### src/common/owc_defs.svh
`ifndef OWC_DEFS_SVH
`define OWC_DEFS_SVH
// command codes
`define OWC_CMD_RESET      8'hb4
`define OWC_CMD_BIT        8'h87
// register byte addresses (word aligned)
`define OWC_ADDR_CMD       4'h0
`define OWC_ADDR_STATUS    4'h4
`define OWC_ADDR_CONFIG    4'h8
`define OWC_ADDR_TIMING0   4'hc
`define OWC_ADDR_TIMING1   5'h10
`define OWC_ADDR_IRQSTAT   5'h14
`define OWC_ADDR_IRQMASK   5'h18
`define OWC_ADDR_PTR       5'h1c
// status bit positions
`define OWC_ST_BUSY        0
`define OWC_ST_PRESENCE    1
`define OWC_ST_SHORT       2
`define OWC_ST_RESULT      3
`define OWC_ST_DIR         7
// config bit positions
`define OWC_CFG_APU        0
`define OWC_CFG_SPU        2
`define OWC_CFG_OD         3
// timing register reset values (in microsecond ticks / quarter microsecond ticks)
`define OWC_RST_TIMING0    32'h003a_01e0
`define OWC_RST_TIMING1    32'h000b_0040
// derived timing
`define OWC_CLK_MHZ        100
`define OWC_START_NS       262
`define OWC_SHORT_US       8
`define OWC_SAMPLE_BIT_US  13
`define OWC_SLOT_US        70
`define OWC_TICK_CYC       (`OWC_CLK_MHZ)
`endif

### src/common/owc_pkg.sv
package owc_pkg;
  // bus request carried as one bundle
  typedef struct packed {
    logic        read;
    logic        write;
    logic [4:0]  address;
    logic [31:0] writedata;
  } owc_bus_req_t;
  // kinds of line waveform
  typedef enum logic [1:0] {OWC_WAVE_NONE, OWC_WAVE_RESET, OWC_WAVE_BIT} owc_wave_t;
endpackage : owc_pkg

### src/rtl/owc_line_engine.sv
// How it works
// [RULE_01] code b4 starts one reset cycle
// [RULE_02] sample short and presence, report flags
// [RULE_03] busy at reset code: refuse, ignore
// [RULE_04] reset ends within two reset-low periods
// [RULE_05] line pulls low right after acceptance
// [RULE_06] read pointer goes to status
// [RULE_07] busy two reset-low; flags at set instants
// [RULE_08] code 87 with bit byte, bit 7
// [RULE_09] zero gives write-zero, one write-one
// [RULE_10] sample line at bit-sample instant
// [RULE_11] busy at bit code: refuse, ignore
// [RULE_12] bit slot ends within one slot period
// [RULE_13] bit slot starts right after acceptance
// [RULE_14] read pointer goes to status after bit
// [RULE_15] busy one slot; result at sample instant
// [RULE_16] current speed, pullup, timing values apply; speed only shortens reset-low and presence sample, not bit slots
// [RULE_17] host polls busy before next command
`include "owc_defs.svh"
`timescale 1ns/1ps
`default_nettype none
module owc_line_engine #(
  parameter int TICK_CYC = `OWC_TICK_CYC       // clock cycles per microsecond tick
) (
  input  wire logic                ref_clk,
  input  wire logic                sys_rst,
  input  wire owc_pkg::owc_bus_req_t busReq,   // avalon request bundle
  output logic                     avsWaitrequest,
  output logic [31:0]              avsReaddata,
  output logic                     avsResponseErr,
  input  wire logic                lineIn,       // line level from pad
  output logic                     lineOe,       // high while pulling low
  output logic                     strongPullupOe, // high while strong pullup drives
  output logic                     activePullupOn,
  output logic [1:0]               weakPullupSel,
  output logic                     irq
);
  import owc_pkg::*;

  // ----------------------------------------
  // line input synchroniser
  // ----------------------------------------
  logic lineMeta_q, lineSync_q;
  always_ff @(posedge ref_clk) begin
    if (sys_rst) begin
      lineMeta_q <= 1'b1;
      lineSync_q <= 1'b1;
    end else begin
      lineMeta_q <= lineIn;
      lineSync_q <= lineMeta_q;
    end
  end

  // ----------------------------------------
  // register state
  // ----------------------------------------
  logic [7:0]  config_q, config_d;        // apu, spu, speed
  logic [31:0] timing0_q, timing0_d;      // [15:0] reset-low us, [31:16] presence-sample us
  logic [31:0] timing1_q, timing1_d;      // [7:0] write-zero-low us, [15:8] recovery qus, [17:16] weak_pullup_resistance
  logic [3:0]  irqStat_q, irqStat_d;      // 0 reset done, 1 bit done, 2 short, 3 refused
  logic [3:0]  irqMask_q, irqMask_d;
  logic        ptrStatus_q, ptrStatus_d;  // read pointer at status register
  logic        presence_q, presence_d;
  logic        short_q, short_d;
  logic        result_q, result_d;
  logic        dir_q, dir_d;
  logic        ack_q, ack_d;              // bus answer strobe
  logic [31:0] rdata_q, rdata_d;
  logic        err_q, err_d;
  logic        irq_q, irq_d;

  // ----------------------------------------
  // waveform engine state
  // ----------------------------------------
  owc_wave_t   wave_q, wave_d;
  logic [6:0]  subCnt_q, subCnt_d;        // cycles inside one microsecond tick
  logic [15:0] usCnt_q, usCnt_d;          // elapsed microseconds in the waveform
  logic        bitVal_q, bitVal_d;
  logic        lineOe_q, lineOe_d;
  logic        spuOe_q, spuOe_d;

  logic        busy;
  logic [15:0] rstLow, mspUs, w0lUs, slotUs, recUs, lowUs, endUs;
  assign busy = (wave_q != OWC_WAVE_NONE);
  // overdrive shortens only the reset-low and presence figures tenfold; both come from timing0
  assign rstLow = config_q[`OWC_CFG_OD] ? (timing0_q[15:0] / 16'd10) : timing0_q[15:0]; // [RULE_16]
  assign mspUs  = config_q[`OWC_CFG_OD] ? (timing0_q[31:16] / 16'd10) : timing0_q[31:16];
  assign w0lUs  = {8'h00, timing1_q[7:0]};
  assign recUs  = {10'h000, timing1_q[15:10]};        // quarter-us code, rounded down to us
  assign slotUs = (w0lUs > 16'd`OWC_SLOT_US - recUs) ? (w0lUs + recUs) : 16'd`OWC_SLOT_US;
  assign lowUs  = bitVal_q ? 16'd1 : w0lUs;           // [RULE_09]
  assign endUs  = (wave_q == OWC_WAVE_RESET) ? {rstLow[14:0], 1'b0} : slotUs;

  // ----------------------------------------
  // bus decode and command acceptance
  // ----------------------------------------
  logic req, cmdWr, takeReset, takeBit, refuse;
  assign req       = (busReq.read | busReq.write) & ~ack_q;
  assign cmdWr     = req & busReq.write & (busReq.address == 5'(`OWC_ADDR_CMD));
  // a command is only taken while the line is idle; otherwise refused, no line action
  assign takeReset = cmdWr & ~busy & (busReq.writedata[7:0] == `OWC_CMD_RESET); // [RULE_01] [RULE_03]
  assign takeBit   = cmdWr & ~busy & (busReq.writedata[7:0] == `OWC_CMD_BIT);   // [RULE_08] [RULE_11]
  assign refuse    = cmdWr & busy;                                              // [RULE_03] [RULE_11] [RULE_17]

  // next-state of registers and bus answer
  always_comb begin
    config_d    = config_q;
    timing0_d   = timing0_q;
    timing1_d   = timing1_q;
    irqMask_d   = irqMask_q;
    ptrStatus_d = ptrStatus_q;
    ack_d       = req;             // one wait cycle then answer
    rdata_d     = 32'h0000_0000;
    err_d       = 1'b0;
    irqStat_d   = irqStat_q;
    if (req && busReq.write) begin
      unique case (busReq.address)
        5'(`OWC_ADDR_CMD):     err_d = refuse;         // refused command answers with error
        5'(`OWC_ADDR_CONFIG):  config_d  = busReq.writedata[7:0];
        5'(`OWC_ADDR_TIMING0): timing0_d = busReq.writedata;
        5'(`OWC_ADDR_TIMING1): timing1_d = busReq.writedata;
        5'(`OWC_ADDR_IRQSTAT): irqStat_d = irqStat_q & ~busReq.writedata[3:0];
        5'(`OWC_ADDR_IRQMASK): irqMask_d = busReq.writedata[3:0];
        5'(`OWC_ADDR_PTR):     ptrStatus_d = busReq.writedata[0];
        default:               err_d = 1'b1;           // unmapped address or read-only status address
      endcase
    end else if (req) begin
      unique case (busReq.address)
        5'(`OWC_ADDR_CMD):     rdata_d = ptrStatus_q ? {24'h0, dir_q, 3'b000, result_q, short_q, presence_q, busy}
                                                     : {24'h0, config_q};
        5'(`OWC_ADDR_STATUS):  rdata_d = {24'h0, dir_q, 3'b000, result_q, short_q, presence_q, busy};
        5'(`OWC_ADDR_CONFIG):  rdata_d = {24'h0, config_q};
        5'(`OWC_ADDR_TIMING0): rdata_d = timing0_q;
        5'(`OWC_ADDR_TIMING1): rdata_d = timing1_q;
        5'(`OWC_ADDR_IRQSTAT): rdata_d = {28'h0, irqStat_q};
        5'(`OWC_ADDR_IRQMASK): rdata_d = {28'h0, irqMask_q};
        5'(`OWC_ADDR_PTR):     rdata_d = {31'h0, ptrStatus_q};
        default:               err_d = 1'b1;
      endcase
    end
    if (takeReset || takeBit) ptrStatus_d = 1'b1;                 // [RULE_06] [RULE_14]
    // events win over a software clear in the same cycle
    if (wave_q != OWC_WAVE_NONE && wave_d == OWC_WAVE_NONE) begin
      if (wave_q == OWC_WAVE_RESET) irqStat_d[0] = 1'b1;
      else irqStat_d[1] = 1'b1;
    end
    if (short_d && !short_q) irqStat_d[2] = 1'b1;
    if (refuse) irqStat_d[3] = 1'b1;
    irq_d = |(irqStat_d & irqMask_d);
  end

  // ----------------------------------------
  // waveform sequencer
  // ----------------------------------------
  logic tick;
  assign tick = (subCnt_q == 7'(TICK_CYC - 1));
  always_comb begin
    wave_d     = wave_q;
    subCnt_d   = busy ? (tick ? 7'd0 : subCnt_q + 7'd1) : 7'd0;
    usCnt_d    = (busy && tick) ? usCnt_q + 16'd1 : usCnt_q;
    bitVal_d   = bitVal_q;
    presence_d = presence_q;
    short_d    = short_q;
    result_d   = result_q;
    dir_d      = dir_q;
    lineOe_d   = 1'b0;
    spuOe_d    = 1'b0;
    if (takeReset) begin
      wave_d = OWC_WAVE_RESET;                                     // [RULE_01]
      usCnt_d = 16'd0;
      lineOe_d = 1'b1;                                             // [RULE_05]
    end else if (takeBit) begin
      wave_d   = OWC_WAVE_BIT;                                     // [RULE_08]
      // the bit byte rides in the byte above the command code; only its top bit counts
      bitVal_d = busReq.writedata[15];                             // [RULE_08]
      usCnt_d  = 16'd0;
      lineOe_d = 1'b1;                                             // [RULE_13]
    end else if (wave_q == OWC_WAVE_RESET) begin
      lineOe_d = (usCnt_q < rstLow);                               // [RULE_16]
      if (tick && usCnt_q == rstLow + 16'd`OWC_SHORT_US)
        short_d = ~lineSync_q;                                     // [RULE_02] [RULE_07]
      if (tick && usCnt_q == rstLow + mspUs)
        presence_d = ~lineSync_q;                                  // [RULE_02] [RULE_07]
      if (tick && usCnt_q == endUs - 16'd1) wave_d = OWC_WAVE_NONE; // [RULE_04] [RULE_07]
    end else if (wave_q == OWC_WAVE_BIT) begin
      lineOe_d = (usCnt_q < lowUs);                                // [RULE_09]
      spuOe_d  = config_q[`OWC_CFG_SPU] & ~lineOe_d;               // [RULE_16]
      if (tick && usCnt_q == 16'd`OWC_SAMPLE_BIT_US) begin
        result_d = lineSync_q;                                     // [RULE_10] [RULE_15]
        dir_d    = lineSync_q;                                     // [RULE_15]
      end
      if (tick && usCnt_q == endUs - 16'd1) wave_d = OWC_WAVE_NONE; // [RULE_12] [RULE_15]
    end
  end

  // ----------------------------------------
  // registers
  // ----------------------------------------
  always_ff @(posedge ref_clk) begin
    if (sys_rst) begin
      config_q    <= 8'h00;
      timing0_q   <= `OWC_RST_TIMING0;
      timing1_q   <= `OWC_RST_TIMING1;
      irqStat_q   <= 4'h0;
      irqMask_q   <= 4'h0;
      ptrStatus_q <= 1'b1;
      presence_q  <= 1'b0;
      short_q     <= 1'b0;
      result_q    <= 1'b0;
      dir_q       <= 1'b0;
      ack_q       <= 1'b0;
      rdata_q     <= 32'h0000_0000;
      err_q       <= 1'b0;
      irq_q       <= 1'b0;
      wave_q      <= OWC_WAVE_NONE;
      subCnt_q    <= 7'd0;
      usCnt_q     <= 16'd0;
      bitVal_q    <= 1'b1;
      lineOe_q    <= 1'b0;
      spuOe_q     <= 1'b0;
    end else begin
      config_q    <= config_d;
      timing0_q   <= timing0_d;
      timing1_q   <= timing1_d;
      irqStat_q   <= irqStat_d;
      irqMask_q   <= irqMask_d;
      ptrStatus_q <= ptrStatus_d;
      presence_q  <= presence_d;
      short_q     <= short_d;
      result_q    <= result_d;
      dir_q       <= dir_d;
      ack_q       <= ack_d;
      rdata_q     <= rdata_d;
      err_q       <= err_d;
      irq_q       <= irq_d;
      wave_q      <= wave_d;
      subCnt_q    <= subCnt_d;
      usCnt_q     <= usCnt_d;
      bitVal_q    <= bitVal_d;
      lineOe_q    <= lineOe_d;
      spuOe_q     <= spuOe_d;
    end
  end

  // ----------------------------------------
  // outputs
  // ----------------------------------------
  // waitrequest is high unless the answer register is set, so a request waits one cycle
  assign avsWaitrequest = ~ack_q;
  assign avsReaddata    = rdata_q;
  assign avsResponseErr = err_q;
  assign lineOe         = lineOe_q;
  assign strongPullupOe = spuOe_q;
  assign activePullupOn = config_q[`OWC_CFG_APU];
  assign weakPullupSel  = timing1_q[17:16];
  assign irq            = irq_q;
endmodule : owc_line_engine
`default_nettype wire

### config.mk
export PLATFORM = sky130hd
export DESIGN_NAME = owc_line_engine
export DESIGN_NICKNAME = d
export VERILOG_FILES = /design/src/common/owc_pkg.sv /design/src/rtl/owc_line_engine.sv
export VERILOG_INCLUDE_DIRS = /design/src /design/src/common
export SDC_FILE = /design/constraint.sdc
export NUM_CORES = 1
export LEC_CHECK = 0
export BUFFER_PORTS_ARGS = -buffer_cell sky130_fd_sc_hd__buf_4
export CAP_MARGIN = 40
export CELL_PAD_IN_SITES_DETAIL_PLACEMENT = 1
export CELL_PAD_IN_SITES_GLOBAL_PLACEMENT = 2
export CORE_MARGIN = 1.5
export CORE_UTILIZATION = 36
export DETAILED_ROUTE_END_ITERATION = 16
export GPL_TIMING_DRIVEN = 0
export PLACE_DENSITY_LB_ADDON = 0.2
export SYNTH_ARGS = -nofsm -noshare
export SYNTH_HDL_FRONTEND = slang
export SYNTH_SLANG_ARGS = --single-unit
### constraint.sdc
create_clock -name ref_clk -period 11.37 [get_ports ref_clk]
set_clock_uncertainty 0.2 [all_clocks]
set_input_delay 0.5685 -clock ref_clk [delete_from_list [all_inputs] [get_ports ref_clk]]
set_output_delay 0.5685 -clock ref_clk [all_outputs]
set_load 0.01 [all_outputs]
== Yosys cells after proc, flatten, opt, wreduce, memory -nomap -nowiden ==
Cells that the tools add are included.
Storage, ports and cells
  output and inout port bits: 40
  bits of input ports: 42
  register bits after elaboration: 149
  logic and storage cells: 131
Operators by class
  order comparisons: 3
  divide/modulo/power cells: 2
  muxes and demuxes: 33
  eq/ne operators: 16
  $add $sub $neg: 7
  reductions and logical operators: 28
  bitwise operators: 21
Operator list (count)
  32-bit one-hot mux with 8 select lines: 1
  16-bit equality test: 3
  16-bit 2-to-1 mux: 3
  16-bit by 4-bit divider with 16-bit output, second input constant: 2
  5-bit equality test, second input constant: 4
  16-bit by 1-bit adder with 16-bit output, second input constant: 1
  16-bit adder: 1
  16-bit by 4-bit adder with 16-bit output, second input constant: 1
  16-bit by 4-bit equality test with 1-bit output, second input constant: 1
  8-bit equality test, second input constant: 2
  8-bit by 16-bit greater-than comparator with 1-bit output: 1
  16-bit < comparator: 1
  16-bit by 8-bit < comparator with 1-bit output: 1
  4-bit 2-to-1 mux: 4
  8-bit 2-to-1 mux: 2
  16-bit by 1-bit subtractor with 16-bit output, second input constant: 1
  1-bit 2-to-1 mux: 15
  2-bit 2-to-1 mux: 6
  5-bit by 4-bit equality test with 1-bit output, second input constant: 2
  2-bit AND reduction: 5
  8-bit by 6-bit adder with 9-bit output: 1
  9-bit 2-to-1 mux: 1
  1-bit NOT: 9
  3-bit OR reduction: 3
  24 further kinds: 39

== Depth between registers and ports, before layout ==
  word-level depth: 17
  mapped depth: 43
  gate-level depth less buffers: 41

== Worst setup path after synthesis ==
Ideal clock, no wire load.
  path kind: register -> register
  from: register timing0_q[27]
  to: register presence_q
  clock period less this slack: 8198 ps
  library setup time: 132 ps
  data arrival time: 7866 ps
  cell stages (with the launch flop): 41
  buffers on the path: 2
  setup slack: 3172 ps
  cells stage by stage: dfxtp_1 -> buf_2 -> nor2b_1 -> a211oi_1 -> a21o_1 -> a221oi_1 -> clkbuf_1 -> xnor2_1 -> a211oi_1 -> o2111ai_1 -> and2_1 -> a221oi_1 -> o21ai_0 -> o21bai_1 -> maj3_1 -> a221oi_1 -> nand2_1 -> a21oi_1 -> [5 not listed] -> a21o_1 -> a21o_1 -> a21o_1 -> a21o_1 -> a21o_1 -> a21o_1 -> a21oi_1 -> o21bai_1 -> a21oi_1 -> o21bai_1 -> a21o_1 -> a21o_1 -> a21o_1 -> a21oi_1 -> xnor2_1 -> nand2_1 -> nand2_1 -> a21oi_1
On the way
  cells in the longest elaborated chain, start to end: 6
RTL lines
  start: declaration: line owc_line_engine.sv:58  | logic [31:0] timing0_q, timing0_d;
  start signal: assignment: line owc_line_engine.sv:202  | timing0_q <= `OWC_RST_TIMING0;
  start signal: assignment: line owc_line_engine.sv:223  | timing0_q <= timing0_d;
  16-bit by 4-bit divider with 16-bit output: line owc_line_engine.sv:87  | assign mspUs = config_q[`OWC_CFG_OD] ? (timing0_q[31:16] / 16'd10) : timing0_q[31:16];
  16-bit 2-to-1 mux (*): line owc_line_engine.sv:87
  16-bit adder (*): line owc_line_engine.sv:182  | if (tick && usCnt_q == rstLow + mspUs)
  16-bit equality test (*): line owc_line_engine.sv:182
  1-bit logical AND (*): line owc_line_engine.sv:182
  4-bit AND reduction (no source line) (*)
  end signal: assignment: line owc_line_engine.sv:228  | presence_q <= presence_d;
  end: declaration: line owc_line_engine.sv:63  | logic presence_q, presence_d;
Mark *: on every way between the ends. The rest lies on a longest branch, timed or not.
A chain may end at the register's enable or synchronous reset.

== Worst setup path after layout ==
  from: register timing0_q[30]
  to: register presence_q
Same word-level chain as after synthesis.

==> results.toml <==
[timing]
grt_setup_unrepaired = "no"
layout_min_cycle_time_ns = 10.31
pins_over_slew_limit = 0
report.final.setup_viol = 0
max_freq_ghz = 0.09699
hold_viol_final = 0
min_period_over_period_pct = 90.68
minimum_setup_slack_in_the_final_design_ns = 1.060
maxSlewHeadroom_pct = 36.14
final.setup.tns_ns = 0
tightest_slew_ns = 0.9338

[route]
firstDrtPassIters = 10
vias = 13515
wl_per_cell_um = 22.06
detailedRoute.firstIterationViolations = 758
finalWirelength_um = 50740
vias_per_cell = 5.876
detail_route.drc_violations = 0
ant_nets = 0

[logic_synthesis]
number_of_flops_mapped_to_enable_cells_by_yosys = 0
most_used_flip_flop_cell_after_synthesis = "sky130_fd_sc_hd__dfxtp_1"
yosys.cell_types.count = 107
flip_flop_and_latch_count_after_synthesis = 149
synth_area_per_cell_um2 = 7.336
combined_area_of_all_synthesized_cells_um2 = 12670
yosysWarningCount = 0
synth_largest_area_cell = "sky130_fd_sc_hd__dfxtp_1"
syn_inst = 1727
synth_top_area_share_pct = 23.54
yosys-top-cells-area = "sky130_fd_sc_hd__dfxtp_1 (24%), sky130_fd_sc_hd__nand2_1 (6.9%), sky130_fd_sc_hd__ha_1 (5.6%)"
synth_sequential_area_ratio_pct = 23.54
synth.net_count = 1828
synth_async_sr_flop_share_pct = 0

[power_and_ir_drop]
switching_share_pct = 26.63
switchingPower_w = 0.0003412
power_density_nw_per_um2 = 88.29
worst_ir_drop_vdd_mv = 0.09023
seq_power_share_pct = 41.1
cellInternalPower_w = 0.0009401
power.combinational.fraction_pct = 9.3
pwr-share-clk_pct = 49.5
totalPowerFinal_w = 0.001281
p_leak_nw = 5.557

[finish]
postLayoutCellArea_um2 = 14510
areaGrowthSynthToFinish_pct = 14.56
antennaDiodeCount = 0
most-common-layout-cells = "sky130_fd_sc_hd__nand2_1 (234), sky130_fd_sc_hd__nor2_1 (185), sky130_fd_sc_hd__dfxtp_1 (149)"
drive_above_1_share_pct = 9.756
num-nets-final = 1933
filler_cell_count = 4383
leading_cell_type_in_the_layout_fill_and_taps_excluded = "sky130_fd_sc_hd__nand2_1"

[critical_path]
critical_path.most_common_cell = "sky130_fd_sc_hd__a21o_1"
path_delay_family = "compound AO/OA/AOI/OAI gates"
endpoint_arrival_time_on_the_critical_path_ns = 10.40
critical_path.startpoint = "timing0_q[30]$_SDFFE_PP0P_"
critical_path_class = "reg -> reg"
timing.critical_path.slowest_cell_delay_ns = 0.67
worst-endpoint-required_ns = 11.46
slowest_stage = "sky130_fd_sc_hd__a221oi_1"
worstSetupStartpointType = "flip-flop"
rr_startpoint = "timing0_q[30]$_SDFFE_PP0P_"
timing.critical_path.fanout_max = 10
setup.worst_path.end_class = "flip-flop"
cp.buffers_inverters = 3

[floorplan]
coreArea_um2 = 34630
design.die.area_um2 = 36330
dieWidth_um = 190.6
start_util_pct = 36.59
std_cell_rows = 68
number_of_placed_i_o_pins = 82
die_h_um = 190.6

[clocking]
clk_latency_ns = 0.45
clk_pin_slew_ns = 0.07
cts-root-buf = "sky130_fd_sc_hd__clkbuf_16"
clock-sinks = 149
cts_setup_buffers = 0
cts_inserted_buffers = 17
cts_buffer_depth = 2
cts_tree = "yes"
cts.htree.levels = 4

[outcome]
run_status = "completed"

[global_route]
grt_antenna_before_repair = 0
grt_overflow_total = 0
grt_start_max_net_pins = 17
groute.usage.overall_pct = 28.06
first_global_vias = 13350
grt_pass1_wl_um = 78620

[place]
post_dp_cell_area_um2 = 13880
gpl.final_weighted_congestion = 0.9084
placement.io_buffers = 80
detailedPlacementHpwl_um = 39570
worst_slack_after_detailed_placement_ns = 0.9897

[worst_hold_path]
holdCritPathClass = "in -> reg"
worst_hold_startpoint = "lineIn"

[flow_run]
maxCapViolations = 0
[repair_timing]
| item | 4_1_cts | 5_1_grt |
|---|---|---|
| hold buffers | 0 | 0 |
| resized for setup | 0 | 1 |
| endpoints found under the setup margin | 0 | 1 |
[path summary, 6_finish.rpt]
kind,endpoint,slack (ns),cells after the start
worst max-delay path,presence_q$_SDFFE_PP0P_,1.06,42
worst min-delay path,lineMeta_q$_SDFF_PP1_,0.11,2
worst max register to register,presence_q$_SDFFE_PP0P_,1.06,42
worst min register to register,lineSync_q$_SDFF_PP1_,0.22,1
[layout make-up]
type                    count  area [µm²]  share of cell area [%]
clock buffers              19       432.9                   2.983
flip-flops and latches    149        2983                   20.55
inverters                  55       206.4                   1.422
multi-input cells        1391        8939                   61.59
well taps                 455       569.3                   3.922
repair buffers             86       638.1                   4.397
clock inverters            13       197.7                   1.362
plain buffers             132       548.0                   3.776
[sequential cells by signal, indices dropped and copies added, names as in the netlist, 2 cells and up]
register,cells
avsReaddata,32
timing1_q,32
wave_q,2
config_q,8
irqMask_q,4
timing0_q,32
usCnt_q,16
irqStat_q,4
subCnt_q,7
[kinds of logic after synthesis]
family	synth area share, %
adders and majority gates	6.350
buffers and inverters	5.955
AOI/OAI and AO/OA	26.78
and+or+nand+nor	25.97
muxes	4.128
xor gates and xnor gates	7.268
DFF	23.54
[power by group through the flow]
stage | Clock (W) | Combinational (W) | Sequential, W
2_1_floorplan | 0 | 0.0000712 | 0.000538
3_3_place_gp | 0 | 0.000116 | 0.000539
3_5_place_dp | 0 | 0.000117 | 0.000539
6_report | 0.000635 | 0.000120 | 0.000527
5_1_grt | 0.000662 | 0.000129 | 0.000527
4_1_cts | 0.000645 | 0.000118 | 0.000527
[per-layer routing]
metal | global-route usage (%) | part of all wire (%)
met1 | 37.26 | 46
met2 | 45.97 | 47
met3 | 3.368 | 3.8
met4 | 11.42 | 3.4
met5 | 0 | 0
[synthesized netlist by cell type (25+ instances only)]
library cell / n
sky130_fd_sc_hd__nand2_1: 234
sky130_fd_sc_hd__nor2_1: 185
sky130_fd_sc_hd__dfxtp_1: 149
sky130_fd_sc_hd__a21oi_1: 132
sky130_fd_sc_hd__clkbuf_1: 99
sky130_fd_sc_hd__xnor2_1: 65
sky130_fd_sc_hd__ha_1: 57
sky130_fd_sc_hd__o21ai_0: 53
sky130_fd_sc_hd__inv_1: 50
sky130_fd_sc_hd__mux2i_1: 43
sky130_fd_sc_hd__nor3_1: 43
sky130_fd_sc_hd__nand3_1: 40
sky130_fd_sc_hd__a22oi_1: 36
sky130_fd_sc_hd__xor2_1: 35
sky130_fd_sc_hd__nand2b_1: 30
sky130_fd_sc_hd__a211oi_1: 28
sky130_fd_sc_hd__a21o_1: 28
sky130_fd_sc_hd__nor2b_1: 25
[metrics by stage]
| step | util (%) | hold WS (ns) | instances |
|---|---|---|---|
| finish | 41.91 | 0.1121 | 2300 |
| global route | 41.91 | 0.1058 | 2300 |
| CTS | 41.90 | 0.09981 | 2300 |
| detailed placement | 40.07 | 0.2033 | 2268 |
| global placement | 39.97 | 0.1902 | 2262 |
| floorplan | - | 0.1895 | 1727 |
Note: power is estimated with default switching activity, not from simulation.
